`src/core/sequencer_pkg.sv`:
```
`default_nettype none
package sequencer_pkg;
    // Clock and timebase
    localparam int CLK_HZ = 10_000_000;
    localparam int TICK_TIME_US = 100;
    localparam int TICK_CYCLES = TICK_TIME_US * (CLK_HZ / 1_000_000);
    localparam int TRIM_CYCLES = 16;
    localparam int TIME_W = 18;
    // Headphone delay step of 2 ms in timebase ticks
    localparam int HP_STEP_MS = 2;
    localparam int HP_STEP_TICKS = HP_STEP_MS * 1000 / TICK_TIME_US;

    // Register indices; byte address is four times the index
    localparam logic [5:0] IDX_GROUP = 6'h19;
    localparam logic [5:0] IDX_RAMP = 6'h1a;
    localparam logic [5:0] IDX_TRIM = 6'h1b;
    localparam logic [5:0] IDX_RETRY = 6'h1c;
    localparam logic [5:0] IDX_CTRL = 6'h1d;
    localparam logic [5:0] IDX_STATUS = 6'h1e;

    // Reset values
    localparam logic [7:0] GROUP_RESET = 8'h30;
    localparam logic [7:0] RAMP_RESET = 8'h0f;
    localparam logic [7:0] RETRY_RESET = 8'h52;
    localparam logic [7:0] CTRL_RESET = 8'h01;

    // Field positions
    localparam int RAMP_OFF_BIT = 7;
    localparam int TRIM_RSVD_BIT = 7;
    localparam int TRIM_DONE_BIT = 6;
    localparam int TRIM_DIS_BIT = 1;
    localparam int CTRL_SHUT_BIT = 0;
    localparam int CTRL_GROUP_BIT = 5;
    localparam logic [4:0] RAMP_MIN_CODE = 5'h08;
    localparam logic [7:0] TRIM_START_VALUE = 8'h00;
    localparam logic [1:0] RESP_OKAY = 2'h0;
    localparam logic [1:0] RESP_SLVERR = 2'h2;

    typedef enum logic [2:0] {
        OFF, RAMP_UP, RUN, RAMP_DOWN, FAULT
    } seq_state_type;

    // 50% duty period in 0.1 ms ticks per code
    function automatic logic [TIME_W-1:0] ramp_ticks(input logic [4:0] c);
        unique case (c)
            5'h08: ramp_ticks = 18'd165;
            5'h09: ramp_ticks = 18'd239;
            5'h0a: ramp_ticks = 18'd314;
            5'h0b: ramp_ticks = 18'd404;
            5'h0c: ramp_ticks = 18'd539;
            5'h0d: ramp_ticks = 18'd703;
            5'h0e: ramp_ticks = 18'd942;
            5'h0f: ramp_ticks = 18'd1257;
            5'h10: ramp_ticks = 18'd1646;
            5'h11: ramp_ticks = 18'd2394;
            5'h12: ramp_ticks = 18'd3142;
            5'h13: ramp_ticks = 18'd4039;
            5'h14: ramp_ticks = 18'd5386;
            5'h15: ramp_ticks = 18'd7031;
            5'h16: ramp_ticks = 18'd9425;
            5'h17: ramp_ticks = 18'd12566;
            5'h18: ramp_ticks = 18'd17281;
            5'h19: ramp_ticks = 18'd25136;
            5'h1a: ramp_ticks = 18'd32991;
            5'h1b: ramp_ticks = 18'd42417;
            5'h1c: ramp_ticks = 18'd56556;
            5'h1d: ramp_ticks = 18'd73837;
            5'h1e: ramp_ticks = 18'd98973;
            5'h1f: ramp_ticks = 18'd131964;
            default: ramp_ticks = 18'd0;
        endcase
    endfunction

    // Back-end reset wait in 0.1 ms ticks per code
    function automatic logic [TIME_W-1:0] retry_ticks(input logic [3:0] c);
        unique case (c)
            4'h3: retry_ticks = 18'd4490;
            4'h4: retry_ticks = 18'd5980;
            4'h5: retry_ticks = 18'd7480;
            4'h6: retry_ticks = 18'd8980;
            4'h7: retry_ticks = 18'd10470;
            4'h8: retry_ticks = 18'd11970;
            4'h9: retry_ticks = 18'd13460;
            4'ha, 4'hb, 4'hc, 4'hd, 4'he, 4'hf: retry_ticks = 18'd14960;
            default: retry_ticks = 18'd2990;
        endcase
    endfunction
endpackage
`default_nettype wire

```
`src/core/axil_reg_slave.sv`:
```
`timescale 1ns/1ns
`default_nettype none
module axil_reg_slave #(
    parameter int ADDR_W = 8
) (
    input wire logic clk,
    input wire logic rst,
    input wire logic [ADDR_W-1:0] awaddr,
    input wire logic awvalid,
    output logic awready,
    input wire logic [31:0] wdata,
    input wire logic [3:0] wstrb,
    input wire logic wvalid,
    output logic wready,
    output logic [1:0] bresp,
    output logic bvalid,
    input wire logic bready,
    input wire logic [ADDR_W-1:0] araddr,
    input wire logic arvalid,
    output logic arready,
    output logic [31:0] rdata,
    output logic [1:0] rresp,
    output logic rvalid,
    input wire logic rready,
    output logic wrStrobe,
    output logic [5:0] wrIndex,
    output logic [7:0] wrData,
    output logic wrLane,
    input wire logic wrHit,
    output logic [5:0] rdIndex,
    output logic rdStrobe,
    input wire logic rdHit,
    input wire logic [7:0] rdData
);
    logic haveAw;
    logic haveW;
    logic [3:0] strb;

    // Write commits once both address and data are held
    assign wrStrobe = haveAw && haveW && !bvalid;
    assign wrLane = strb[0];
    assign rdStrobe = arvalid && arready;
    assign rdIndex = araddr[7:2];

    // Address and data are taken in either order
    always_ff @(posedge clk or posedge rst) begin
        if (rst) begin
            awready <= 1'b1;
            wready <= 1'b1;
            haveAw <= 1'b0;
            haveW <= 1'b0;
            wrIndex <= '0;
            wrData <= '0;
            strb <= '0;
            bvalid <= 1'b0;
            bresp <= sequencer_pkg::RESP_OKAY;
        end else begin
            if (awvalid && awready) begin
                wrIndex <= awaddr[7:2];
                haveAw <= 1'b1;
                awready <= 1'b0;
            end
            if (wvalid && wready) begin
                wrData <= wdata[7:0];
                strb <= wstrb;
                haveW <= 1'b1;
                wready <= 1'b0;
            end
            if (wrStrobe) begin
                bvalid <= 1'b1;
                bresp <= wrHit ? sequencer_pkg::RESP_OKAY
                               : sequencer_pkg::RESP_SLVERR;
            end
            if (bvalid && bready) begin
                bvalid <= 1'b0;
                haveAw <= 1'b0;
                haveW <= 1'b0;
                awready <= 1'b1;
                wready <= 1'b1;
            end
        end
    end

    // Read answers one cycle after the address is taken
    always_ff @(posedge clk or posedge rst) begin
        if (rst) begin
            arready <= 1'b1;
            rvalid <= 1'b0;
            rdata <= '0;
            rresp <= sequencer_pkg::RESP_OKAY;
        end else if (rdStrobe) begin
            arready <= 1'b0;
            rvalid <= 1'b1;
            rdata <= {24'h000000, rdHit ? rdData : 8'h00};
            rresp <= rdHit ? sequencer_pkg::RESP_OKAY
                           : sequencer_pkg::RESP_SLVERR;
        end else if (rvalid && rready) begin
            rvalid <= 1'b0;
            arready <= 1'b1;
        end
    end
endmodule // axil_reg_slave
`default_nettype wire

```
`src/core/interval_timer.sv`:
```
`timescale 1ns/1ns
`default_nettype none
module interval_timer #(
    parameter int W = 17
) (
    input wire logic clk,
    input wire logic rst,
    input wire logic load,
    input wire logic [W-1:0] value,
    input wire logic tick,
    output logic busy,
    output logic done
);
    logic [W-1:0] count;

    // Load wins over a running count; zero finishes next cycle
    always_ff @(posedge clk or posedge rst) begin
        if (rst) begin
            count <= '0;
            busy <= 1'b0;
            done <= 1'b0;
        end else begin
            done <= 1'b0;
            if (load) begin
                count <= value;
                busy <= (value != '0);
                done <= (value == '0);
            end else if (busy && tick) begin
                count <= count - 1'b1;
                if (count == 1) begin
                    busy <= 1'b0;
                    done <= 1'b1;
                end
            end
        end
    end
endmodule // interval_timer
`default_nettype wire

```
`src/core/pwm_shutdown_fault_sequencer.sv`:
```
`timescale 1ns/1ns
`default_nettype none
module pwm_shutdown_fault_sequencer #(
    parameter int ADDR_W = 8,
    parameter int TICK_CYCLES = sequencer_pkg::TICK_CYCLES,
    parameter int TRIM_CYCLES = sequencer_pkg::TRIM_CYCLES
) (
    input wire logic clk,
    input wire logic rst,
    input wire logic [ADDR_W-1:0] awaddr,
    input wire logic awvalid,
    output logic awready,
    input wire logic [31:0] wdata,
    input wire logic [3:0] wstrb,
    input wire logic wvalid,
    output logic wready,
    output logic [1:0] bresp,
    output logic bvalid,
    input wire logic bready,
    input wire logic [ADDR_W-1:0] araddr,
    input wire logic arvalid,
    output logic arready,
    output logic [31:0] rdata,
    output logic [1:0] rresp,
    output logic rvalid,
    input wire logic rready,
    input wire logic powerDownPinN,
    input wire logic backEndError,
    output logic [3:0] pwmRun,
    output logic rampActive,
    output logic powerStageReset,
    output logic headphoneEnable,
    output logic factoryTrimSelect
);
    localparam int TW = sequencer_pkg::TIME_W;

    logic wrStrobe;
    logic [5:0] wrIndex;
    logic [7:0] wrData;
    logic wrLane;
    logic wrHit;
    logic [5:0] rdIndex;
    logic rdStrobe;
    logic rdHit;
    logic [7:0] rdData;
    logic [7:0] groupMask;
    logic [7:0] rampCfg;
    logic [7:0] retryCfg;
    logic [7:0] ctrlReg;
    logic trimDisable;
    logic trimDone;
    logic trimBusy;
    logic [15:0] trimCount;
    logic pdnMeta;
    logic pdnSync;
    logic errMeta;
    logic errSync;
    logic prevShut;
    logic prevPdn;
    logic shutReq;
    logic change;
    logic [15:0] tickCount;
    logic tick;
    sequencer_pkg::seq_state_type state;
    sequencer_pkg::seq_state_type next_state;
    logic rampLoad;
    logic retryLoad;
    logic hpLoad;
    logic rampDone;
    logic retryDone;
    logic hpDone;
    logic [TW-1:0] rampValue;
    logic [TW-1:0] retryValue;
    logic [TW-1:0] hpValue;
    logic [3:0] runMask;
    logic [7:0] statusReg;

    axil_reg_slave #(.ADDR_W(ADDR_W)) busSlave (
        .clk(clk),
        .rst(rst),
        .awaddr(awaddr),
        .awvalid(awvalid),
        .awready(awready),
        .wdata(wdata),
        .wstrb(wstrb),
        .wvalid(wvalid),
        .wready(wready),
        .bresp(bresp),
        .bvalid(bvalid),
        .bready(bready),
        .araddr(araddr),
        .arvalid(arvalid),
        .arready(arready),
        .rdata(rdata),
        .rresp(rresp),
        .rvalid(rvalid),
        .rready(rready),
        .wrStrobe(wrStrobe),
        .wrIndex(wrIndex),
        .wrData(wrData),
        .wrLane(wrLane),
        .wrHit(wrHit),
        .rdIndex(rdIndex),
        .rdStrobe(rdStrobe),
        .rdHit(rdHit),
        .rdData(rdData)
    );

    // Register decode: indices 0x19 to 0x1e are mapped
    assign wrHit = (wrIndex >= sequencer_pkg::IDX_GROUP) &&
                   (wrIndex <= sequencer_pkg::IDX_STATUS);
    assign rdHit = (rdIndex >= sequencer_pkg::IDX_GROUP) &&
                   (rdIndex <= sequencer_pkg::IDX_STATUS);

    // Read view of each register
    always_comb begin
        unique case (rdIndex)
            sequencer_pkg::IDX_GROUP: rdData = groupMask;
            sequencer_pkg::IDX_RAMP: rdData = rampCfg;
            sequencer_pkg::IDX_TRIM: begin
                rdData = 8'h00;
                rdData[sequencer_pkg::TRIM_RSVD_BIT] = 1'b1;
                rdData[sequencer_pkg::TRIM_DONE_BIT] = trimDone;
                rdData[sequencer_pkg::TRIM_DIS_BIT] = trimDisable;
            end
            sequencer_pkg::IDX_RETRY: rdData = retryCfg;
            sequencer_pkg::IDX_CTRL: rdData = ctrlReg;
            sequencer_pkg::IDX_STATUS: rdData = statusReg;
            default: rdData = 8'h00;
        endcase
    end

    // Writable configuration registers
    always_ff @(posedge clk or posedge rst) begin
        if (rst) begin
            groupMask <= sequencer_pkg::GROUP_RESET;
            rampCfg <= sequencer_pkg::RAMP_RESET;
            retryCfg <= sequencer_pkg::RETRY_RESET;
            ctrlReg <= sequencer_pkg::CTRL_RESET;
        end else if (wrStrobe && wrLane) begin
            unique case (wrIndex)
                sequencer_pkg::IDX_GROUP: groupMask <= wrData;
                sequencer_pkg::IDX_RAMP: rampCfg <= wrData;
                sequencer_pkg::IDX_RETRY: retryCfg <= wrData;
                sequencer_pkg::IDX_CTRL: ctrlReg <= wrData;
                default: ;
            endcase
        end
    end

    // Oscillator trim: a zero write selects and runs the factory trim
    always_ff @(posedge clk or posedge rst) begin
        if (rst) begin
            trimDisable <= 1'b1;
            trimDone <= 1'b0;
            trimBusy <= 1'b0;
            trimCount <= '0;
        end else if (wrStrobe && wrLane &&
                     wrIndex == sequencer_pkg::IDX_TRIM) begin
            trimDisable <= wrData[sequencer_pkg::TRIM_DIS_BIT];
            if (wrData == sequencer_pkg::TRIM_START_VALUE) begin
                trimBusy <= 1'b1;
                trimDone <= 1'b0;
                trimCount <= 16'(TRIM_CYCLES - 1);
            end
        end else if (trimBusy) begin
            trimCount <= trimCount - 1'b1;
            if (trimCount == 16'h0000) begin
                trimBusy <= 1'b0;
                trimDone <= 1'b1;
            end
        end
    end

    // Pin and power stage inputs pass two flip-flops
    always_ff @(posedge clk or posedge rst) begin
        if (rst) begin
            pdnMeta <= 1'b1;
            pdnSync <= 1'b1;
            errMeta <= 1'b0;
            errSync <= 1'b0;
        end else begin
            pdnMeta <= powerDownPinN;
            pdnSync <= pdnMeta;
            errMeta <= backEndError;
            errSync <= errMeta;
        end
    end

    // Remember shutdown sources to spot a change
    always_ff @(posedge clk or posedge rst) begin
        if (rst) begin
            prevShut <=
                sequencer_pkg::CTRL_RESET[sequencer_pkg::CTRL_SHUT_BIT];
            prevPdn <= 1'b1;
        end else begin
            prevShut <= ctrlReg[sequencer_pkg::CTRL_SHUT_BIT];
            prevPdn <= pdnSync;
        end
    end

    assign shutReq = ctrlReg[sequencer_pkg::CTRL_SHUT_BIT] || !pdnSync;
    assign change = (prevShut != ctrlReg[sequencer_pkg::CTRL_SHUT_BIT]) ||
                    (prevPdn != pdnSync);

    // Timebase of one tick per 0.1 ms
    always_ff @(posedge clk or posedge rst) begin
        if (rst) begin
            tickCount <= '0;
            tick <= 1'b0;
        end else begin
            tick <= (tickCount == 16'(TICK_CYCLES - 1));
            if (tickCount == 16'(TICK_CYCLES - 1)) begin
                tickCount <= '0;
            end else begin
                tickCount <= tickCount + 1'b1;
            end
        end
    end

    // Period lookups for ramp, retry and headphone timers
    always_comb begin
        rampValue = sequencer_pkg::ramp_ticks(rampCfg[4:0]);
        if (rampCfg[sequencer_pkg::RAMP_OFF_BIT] ||
            rampCfg[4:0] < sequencer_pkg::RAMP_MIN_CODE) begin
            rampValue = '0;
        end
        retryValue = sequencer_pkg::retry_ticks(retryCfg[3:0]);
        hpValue = TW'(retryCfg[7:4] * sequencer_pkg::HP_STEP_TICKS);
    end

    // Sequencer: ramps around shutdown, stops on back-end error
    always_comb begin
        next_state = state;
        rampLoad = 1'b0;
        retryLoad = 1'b0;
        unique case (state)
            sequencer_pkg::OFF: begin
                if (change && !shutReq) begin
                    next_state = sequencer_pkg::RAMP_UP;
                    rampLoad = 1'b1;
                end
            end
            sequencer_pkg::RAMP_UP, sequencer_pkg::RAMP_DOWN: begin
                if (change) begin
                    next_state = shutReq ? sequencer_pkg::RAMP_DOWN
                                         : sequencer_pkg::RAMP_UP;
                    rampLoad = 1'b1;
                end else if (rampDone) begin
                    next_state = (state == sequencer_pkg::RAMP_UP) ?
                                 sequencer_pkg::RUN : sequencer_pkg::OFF;
                end
            end
            sequencer_pkg::RUN: begin
                if (change) begin
                    next_state = sequencer_pkg::RAMP_DOWN;
                    rampLoad = 1'b1;
                end
            end
            sequencer_pkg::FAULT: begin
                if (retryDone) begin
                    next_state = shutReq ? sequencer_pkg::OFF
                                         : sequencer_pkg::RAMP_UP;
                    rampLoad = !shutReq;
                end
            end
            default: next_state = sequencer_pkg::OFF;
        endcase
        if (errSync && state != sequencer_pkg::OFF &&
            state != sequencer_pkg::FAULT) begin
            next_state = sequencer_pkg::FAULT;
            rampLoad = 1'b0;
            retryLoad = 1'b1;
        end
    end

    assign hpLoad = (next_state == sequencer_pkg::RUN) &&
                    (state != sequencer_pkg::RUN);

    // State register
    always_ff @(posedge clk or posedge rst) begin
        if (rst) begin
            state <= sequencer_pkg::OFF;
        end else begin
            state <= next_state;
        end
    end

    interval_timer #(.W(TW)) rampTimer (
        .clk(clk),
        .rst(rst),
        .load(rampLoad),
        .value(rampValue),
        .tick(tick),
        .busy(),
        .done(rampDone)
    );

    interval_timer #(.W(TW)) retryTimer (
        .clk(clk),
        .rst(rst),
        .load(retryLoad),
        .value(retryValue),
        .tick(tick),
        .busy(),
        .done(retryDone)
    );

    interval_timer #(.W(TW)) hpTimer (
        .clk(clk),
        .rst(rst),
        .load(hpLoad),
        .value(hpValue),
        .tick(tick),
        .busy(),
        .done(hpDone)
    );

    // Group members stay stopped unless the group bit is set
    assign runMask = ctrlReg[sequencer_pkg::CTRL_GROUP_BIT] ? 4'hf
                                                     : ~groupMask[3:0];

    // Registered outputs toward the power stage and headphone driver
    always_ff @(posedge clk or posedge rst) begin
        if (rst) begin
            pwmRun <= 4'h0;
            rampActive <= 1'b0;
            powerStageReset <= 1'b0;
            headphoneEnable <= 1'b0;
            factoryTrimSelect <= 1'b0;
        end else begin
            pwmRun <= (state == sequencer_pkg::RAMP_UP ||
                       state == sequencer_pkg::RUN ||
                       state == sequencer_pkg::RAMP_DOWN) ? runMask
                                                          : 4'h0;
            rampActive <= (state == sequencer_pkg::RAMP_UP ||
                           state == sequencer_pkg::RAMP_DOWN);
            powerStageReset <= (state == sequencer_pkg::FAULT);
            if (state != sequencer_pkg::RUN) begin
                headphoneEnable <= 1'b0;
            end else if (hpDone) begin
                headphoneEnable <= 1'b1;
            end
            factoryTrimSelect <= !trimDisable;
        end
    end

    assign statusReg = {headphoneEnable, powerStageReset, rampActive,
                        trimBusy, pwmRun};
endmodule // pwm_shutdown_fault_sequencer
`default_nettype wire

```
`config.mk`:
```
export PLATFORM = sky130hd
export DESIGN_NAME = pwm_shutdown_fault_sequencer
export DESIGN_NICKNAME = d
export VERILOG_FILES = /design/src/core/sequencer_pkg.sv /design/src/core/axil_reg_slave.sv /design/src/core/interval_timer.sv /design/src/core/pwm_shutdown_fault_sequencer.sv
export SDC_FILE = /design/constraint.sdc
export NUM_CORES = 1
export LEC_CHECK = 0
export BUFFER_PORTS_ARGS = -buffer_cell sky130_fd_sc_hd__buf_2
export CORE_MARGIN = 5
export CORE_UTILIZATION = 65
export CTS_BUF_LIST = sky130_fd_sc_hd__clkbuf_8
export CTS_CLUSTER_SIZE = 16
export DETAILED_ROUTE_END_ITERATION = 10
export HOLD_SLACK_MARGIN = 0.06
export PLACE_DENSITY = 0.89
export SKIP_CTS_REPAIR_TIMING = 1
export SYNTH_ARGS = -nofsm -noshare
export SYNTH_HDL_FRONTEND = slang
export SYNTH_SLANG_ARGS = --single-unit
```
`constraint.sdc`:
```
create_clock -name clk -period 13.2 [get_ports clk]
set_input_delay 1.32 -clock clk [delete_from_list [all_inputs] [get_ports clk]]
set_output_delay 1.32 -clock clk [all_outputs]
set_load 0.01 [all_outputs]
```
=== Word level (Yosys, flattened, before mapping) ===
Memory sizes are Yosys's and may differ from the RTL's.
Index checks and enable logic that the tools add are counted.

* Register bits after elaboration: 179
* Latch bits: 0
* Bits in writable memories: 0
* Bits in read-only memories: 784
* Input port bits: 61
* Logic and storage cells: 220
* Memories: 2

* Add/sub/neg operators: 5
* $mul: 1
* Divide/modulo/power cells: 0
* Order comparisons: 5
* Equal/unequal tests: 25
* Shift-type cells: 0
* Muxes and demuxes: 75
* Bitwise operators: 1
* Reductions and logical operators: 62

{| class="wikitable"
|+ Memories
! name !! depth !! bits a word !! rd ports !! clocked after memory_dff !! write ports !! line !! RTL
|-
| (name not given) || 32 || 18 || 1 || 0 || 0 || sequencer_pkg.sv:45 || <nowiki>unique case (c)</nowiki>
|-
| (name not given) || 16 || 13 || 1 || 0 || 0 || sequencer_pkg.sv:76 || <nowiki>unique case (c)</nowiki>
|}

{| class="wikitable"
|+ Operator list
! cell !! number
|-
| 2-to-1 mux 18 bit || 7
|-
| equality test 6 x 5 -> 1 bit, second input constant || 11
|-
| 2-to-1 mux 16 bit || 4
|-
| equality test 18 x 1 -> 1 bit, second input constant || 3
|-
| zero test 18 bit || 3
|-
| nonzero test 18 bit || 3
|-
| subtractor 18 x 1 -> 18 bit, second input constant || 3
|-
| 2-to-1 mux 1 bit || 48
|-
| case mux 8 bit (6 select lines) || 1
|-
| nonzero test 2 bit || 13
|-
| logical AND 1 bit || 18
|-
| 2-to-1 mux 3 bit || 6
|-
| adder 16 x 1 -> 16 bit, second input constant || 1
|-
| equality test 16 x 10 -> 1 bit, second input constant || 1
|-
| zero test 16 bit || 1
|-
| AND reduction 2 bit || 8
|-
| subtractor 16 x 1 -> 16 bit, second input constant || 1
|-
| greater-or-equal comparator 6 x 5 -> 1 bit, second input constant || 2
|-
| <= comparator 6 x 5 -> 1 bit, second input constant || 2
|-
| case mux 3 bit (4 select lines) || 1
|-
| equality test 3 x 2 -> 1 bit, second input constant || 3
|-
| zero test 8 bit || 1
|-
| 2-to-1 mux 2 bit || 4
|-
| 2-to-1 mux 4 bit || 2
|-
| other kinds (18) || 27
|}

=== Depth between registers and ports, before layout ===
* Depth after elaboration: 11
* Depth in mapped cells: 8
* Depth with buffers taken out: 8

=== Modules after synthesis ===
From an unflattened synthesis, not the netlist that was laid out.

* Cell total of the unflattened synthesis: 1042
* Area total of the unflattened synthesis: 10057.1 um2

{| class="wikitable"
|+ Modules (own cells, without submodules)
! module !! instances !! cells each !! area an instance (um2) !! sequential area each (um2)
|-
| pwm_shutdown_fault_sequencer || 1 || 508 || 5018.6 || 2145.8
|-
| interval_timer || 3 || 134 || 1181.1 || 500.5
|-
| axil_reg_slave || 1 || 132 || 1495.2 || 804.5
|}

=== Worst setup path after synthesis ===
Ideal clock, no wire load.

* Path type: input port to flip-flop
* Start point: input port araddr[4]
* End point: register busSlave.rdata[7]
* Library setup time: 0.070 ns
* Data arrival time: 2.677 ns
* Data required time: 13.130 ns
* Path slack: 10.453 ns
* Stages: 5
* Cell sequence: clkbuf_1 nand3_1 nand2_1 nor4_1 a32o_1

* Longest elaborated chain between the ends: 3
* Elaborated cells between the ends (all ways): 11
* Classes of those cells: 2 x order compare; 6 x eq/ne; 2 x mux; 1 x reduce/logical

{| class="wikitable"
|+ Ends and longest elaborated chain
! element !! line !! RTL
|-
| from (decl) || pwm_shutdown_fault_sequencer.sv:20 || <nowiki>input wire logic [ADDR_W-1:0] araddr,</nowiki>
|-
| greater-or-equal comparator 6 x 5 -> 1 bit (tied with other cells) || pwm_shutdown_fault_sequencer.sv:112 || <nowiki>assign rdHit = (rdIndex >= sequencer_pkg::IDX_GROUP) &&</nowiki>
|-
| logical AND 1 bit or case mux 8 bit (6 select lines) (tied branches) || pwm_shutdown_fault_sequencer.sv:112, pwm_shutdown_fault_sequencer.sv:117 ||
|-
| 2-to-1 mux 8 bit (*) || axil_reg_slave.sv:94 || <nowiki>rdata <= {24'h000000, rdHit ? rdData : 8'h00};</nowiki>
|-
| to (signal assigned) || axil_reg_slave.sv:94 ||
|-
| to (decl) || axil_reg_slave.sv:21 || <nowiki>output logic [31:0] rdata,</nowiki>
|}

Mark *: on every way between the ends. The rest lies on a longest branch, timed or not.
A chain may end at the register's enable or synchronous reset.

=== Worst setup path after layout ===
* Start point: register state[1]
* End point: register rampTimer.count[13]

* Longest elaborated chain between the ends: 5
* Elaborated cells between the ends (all ways): 14
* Classes of those cells: 5 x eq/ne; 3 x mux; 6 x reduce/logical

{| class="wikitable"
|+ Ends and longest elaborated chain
! element !! line !! RTL
|-
| from (decl) || pwm_shutdown_fault_sequencer.sv:64 || <nowiki>sequencer_pkg::seq_state_type state;</nowiki>
|-
| from (signal assigned) || pwm_shutdown_fault_sequencer.sv:283 || <nowiki>state <= sequencer_pkg::OFF;</nowiki>
|-
| from (signal assigned) || pwm_shutdown_fault_sequencer.sv:285 || <nowiki>state <= next_state;</nowiki>
|-
| equality test 3 x 2 -> 1 bit (tied with other cells) || pwm_shutdown_fault_sequencer.sv:237 || <nowiki>unique case (state)</nowiki>
|-
| OR reduction 3 bit (no source line) or logical AND 1 bit (tied branches) || - ||
|-
| case mux 1 bit (3 select lines) or logical AND 1 bit (tied branches) || pwm_shutdown_fault_sequencer.sv:237, pwm_shutdown_fault_sequencer.sv:269 ||
|-
| 2-to-1 mux 1 bit (*) || pwm_shutdown_fault_sequencer.sv:269 || <nowiki>if (errSync && state != sequencer_pkg::OFF &&</nowiki>
|-
| 2-to-1 mux 18 bit or nonzero test 2 bit (tied branches) || - ||
|-
| to (signal assigned) || interval_timer.sv:25 || <nowiki>count <= value;</nowiki>
|-
| to (signal assigned) || interval_timer.sv:29 || <nowiki>count <= count - 1'b1;</nowiki>
|-
| to (decl) || interval_timer.sv:14 || <nowiki>logic [W-1:0] count;</nowiki>
|}

Marks and branches as above.

==> impl_metrics.py <==
metrics = {
    "global_routing": {
        "grt_pass1_wl_um": 33900,
        "antenna_found_initial": 1,
        "grt_overflow": 0,
        "grt_usage": 0.249,
        "grt_max_degree": 105,
        "first_global_vias": 7059,
    },
    "sta": {
        "hold_violations": 0,
        "fin_setup_tns_ns": 0,
        "fin_crit_ns": 2.72,
        "rsz0062_at_grt": "no",
        "fin_crit_sh": 0.206,
        "slew_headroom": 0.232,
        "tightestPinTransition_ns": 1.14,
        "holdWs_ns": 0.374,
        "skew_ns": 0.0182,
        "clock.fmax_mhz": 368,
        "slew_violations": 0,
        "finalSetupViolCount": 0,
    },
    "setup_path": {
        "r2r_start": "state[1]",
        "r2r_slack_ns": 10.48,
        "startpoint": "state[1]",
        "critPathLaunchType": "register",
        "cp_max_fo": 20,
        "endpoint_kind": "register",
        "worstPathArrival_ns": 3.09,
        "required_ns": 13.57,
        "path_class": "register to register",
    },
    "route": {
        "drc": 0,
        "postRouteAntennaNets": 0,
        "wirelength_um": 20200,
        "dr.pass1.iters": 5,
        "routed_via_density": 6.11,
        "first_iter_violations": 659,
        "maxUsedRoutingLayer": "met5",
        "met1_length_um": 8680,
        "wl_per_cell_um": 17.0,
        "vias": 7247,
        "met3_length_um": 1390,
        "dr_wl_met2_um": 9710,
    },
    "logic_synthesis": {
        "syn_avg_cell_area_sq_um": 9.97,
        "ys_types": 70,
        "yosys.area.top_type": "dfrtp_1",
        "synth_commonest_cells": "dfrtp_1 (159), nor2_1 (72), nand2_1 (66), a21oi_1 (59), o21ai_0 (55)",
        "async_flop_share": 1.00,
        "synthTopCellsByArea": "dfrtp_1 (42%), dfstp_2 (5.0%), mux2_2 (5.0%)",
        "synthFlopType": "dfrtp_1",
        "synth_edf_count": 0,
        "synth_area_sq_um": 9470,
        "synth-warning-count": 0,
        "yosysSeqAreaShare": 0.470,
        "yosysTopAreaCellShare": 0.420,
        "yosysMostFrequentCell": "dfrtp_1",
        "synth_seq_cells": 177,
        "synthCells": 949,
    },
    "power_and_ir_drop": {
        "p_clk_frac": 0.237,
        "netSwitchingFraction": 0.358,
        "vdd_drop_max_uv": 114,
        "cellPowerDensity_nw_per_um2": 156,
        "p_int_uw": 1020,
        "seqPwrFrac": 0.499,
        "power_uw": 1590,
        "p_sw_uw": 569,
        "leakage_uw": 0.00458,
        "p_comb_frac": 0.264,
    },
    "placement": {
        "port_buffers": 52,
        "routabilityCongestion": 0.907,
        "dp_hpwl_um": 14200,
        "dp_cells": 1155,
    },
    "floorplan": {
        "die_area_sq_um": 17100,
        "die_w_um": 131,
        "ioPinCount": 110,
        "die_y_um": 131,
        "row_count": 44,
        "start_util": 0.656,
        "core_sq_um": 14400,
    },
    "clock_tree": {
        "htree_levels": 4,
        "clock-sinks": 177,
        "cts_buffers": 17,
        "clk_pin_slew_worst_paths_ns": 0.08,
        "cts_buffer_depth": 2,
        "clk_latency_ns": 0.47,
        "cts_tree": "done",
        "root_buffer": "clkbuf_8",
    },
    "layout": {
        "multi_input_area_sq_um": 4670,
        "diodes": 0,
        "final.fill_count": 1062,
        "syn_to_final_growth_pct": 7.63,
        "finalNonFillerCells": 1187,
        "final_util": 0.706,
        "register_area_sq_um": 4450,
        "drive_above_1_share": 0.159,
        "finalNetCount": 1082,
    },
    "status": {
        "status": "finished clean",
    },
    "run": {
        "maxCapViolCount": 0,
    },
    "hold_path": {
        "min_path_type": "register to register",
        "hold_start": "errMeta",
    },
}
==> worst paths after layout <==
| check | end | cells past startpoint |
|---|---|---|
| worst max-delay path | rampTimer.count[13] | 5 |
| worst min-delay path | errSync | 0 |
| worst max register to register | rampTimer.count[13] | 5 |
| worst min register to register | errSync | 0 |
| max in group asynchronous | busSlave.rdata[6] | 3 |
| min in group asynchronous | tickCount[8] | 2 |
==> metal layers <==
layer | up-vias | GRT usage
li1 | 3423 | -
met1 | 3534 | 0.337
met2 | 244 | 0.396
met3 | 44 | 0.0654
met4 | 2 | 0.0817
met5 | - | 0
==> power by group through the flow <==
stage / clock network, uW / logic [uW] / registers, uW
6_report: 377 / 420 / 795
2_1_floorplan: 0 / 336 / 747
3_5_place_dp: 0 / 416 / 798
3_3_place_gp: 0 / 400 / 791
5_1_grt: 406 / 474 / 810
4_1_cts: 383 / 419 / 790
==> kinds of logic after synthesis <==
family,synth area share
and+or+nand+nor,0.178
AOI/OAI and AO/OA,0.128
DFF,0.470
muxes,0.0669
buffers and inverters,0.0480
other,0.000396
adders and majority gates,0.0418
xor gates and xnor gates,0.0666
==> sequential cells by signal, summed over array words and instances, names as in the netlist, 16 cells and up <==
signal	count
trimCount	16
rampTimer.count	18
retryTimer.count	18
hpTimer.count	18
tickCount	16
==> worst max-delay path, cell delays in order (launching register included) <==
cell	delay [ns]
dfrtp_1	0.45
o21a_1	0.46
a211o_1	0.40
o21ai_1	0.88
o2111ai_1	0.30
o21ai_0	0.14
==> stage by stage <==
stage | cell area, sq um | worst slack, ns
after floorplan | 9560 | 7.11
after global placement | 9780 | 10.13
after detailed placement | 9780 | 10.09
after CTS | 10200 | 10.47
after global routing | 10200 | 10.26
final | 10200 | 10.48
==> final cells by class <==
class | instances | area share
tap | 184 | 0.0226
sequential | 177 | 0.437
inverter | 34 | 0.0130
clock buffer | 21 | 0.0284
multi-input combinational | 703 | 0.459
timing repair buffer | 57 | 0.0292
clock inverter | 11 | 0.0112
==> layout by cell type, fill, tap and decap left out, drive strengths merged, types with 6 or more instances in the layout <==
cell type / count
nor2b: 20
inv: 37
buf: 57
a22o: 8
or4: 13
nor4: 16
o21ai: 57
nand2b: 14
nor2: 72
nand2: 66
nand3: 24
o22ai: 7
dfstp: 18
nor3: 31
or3: 21
a21oi: 59
o31ai: 6
xor2: 24
mux2: 42
xnor2: 48
clkbuf: 21
conb: 26
dfrtp: 159
nand4: 13
a211oi: 9
ha: 30
mux2i: 16
Note: power is estimated with default switching activity, not from simulation.
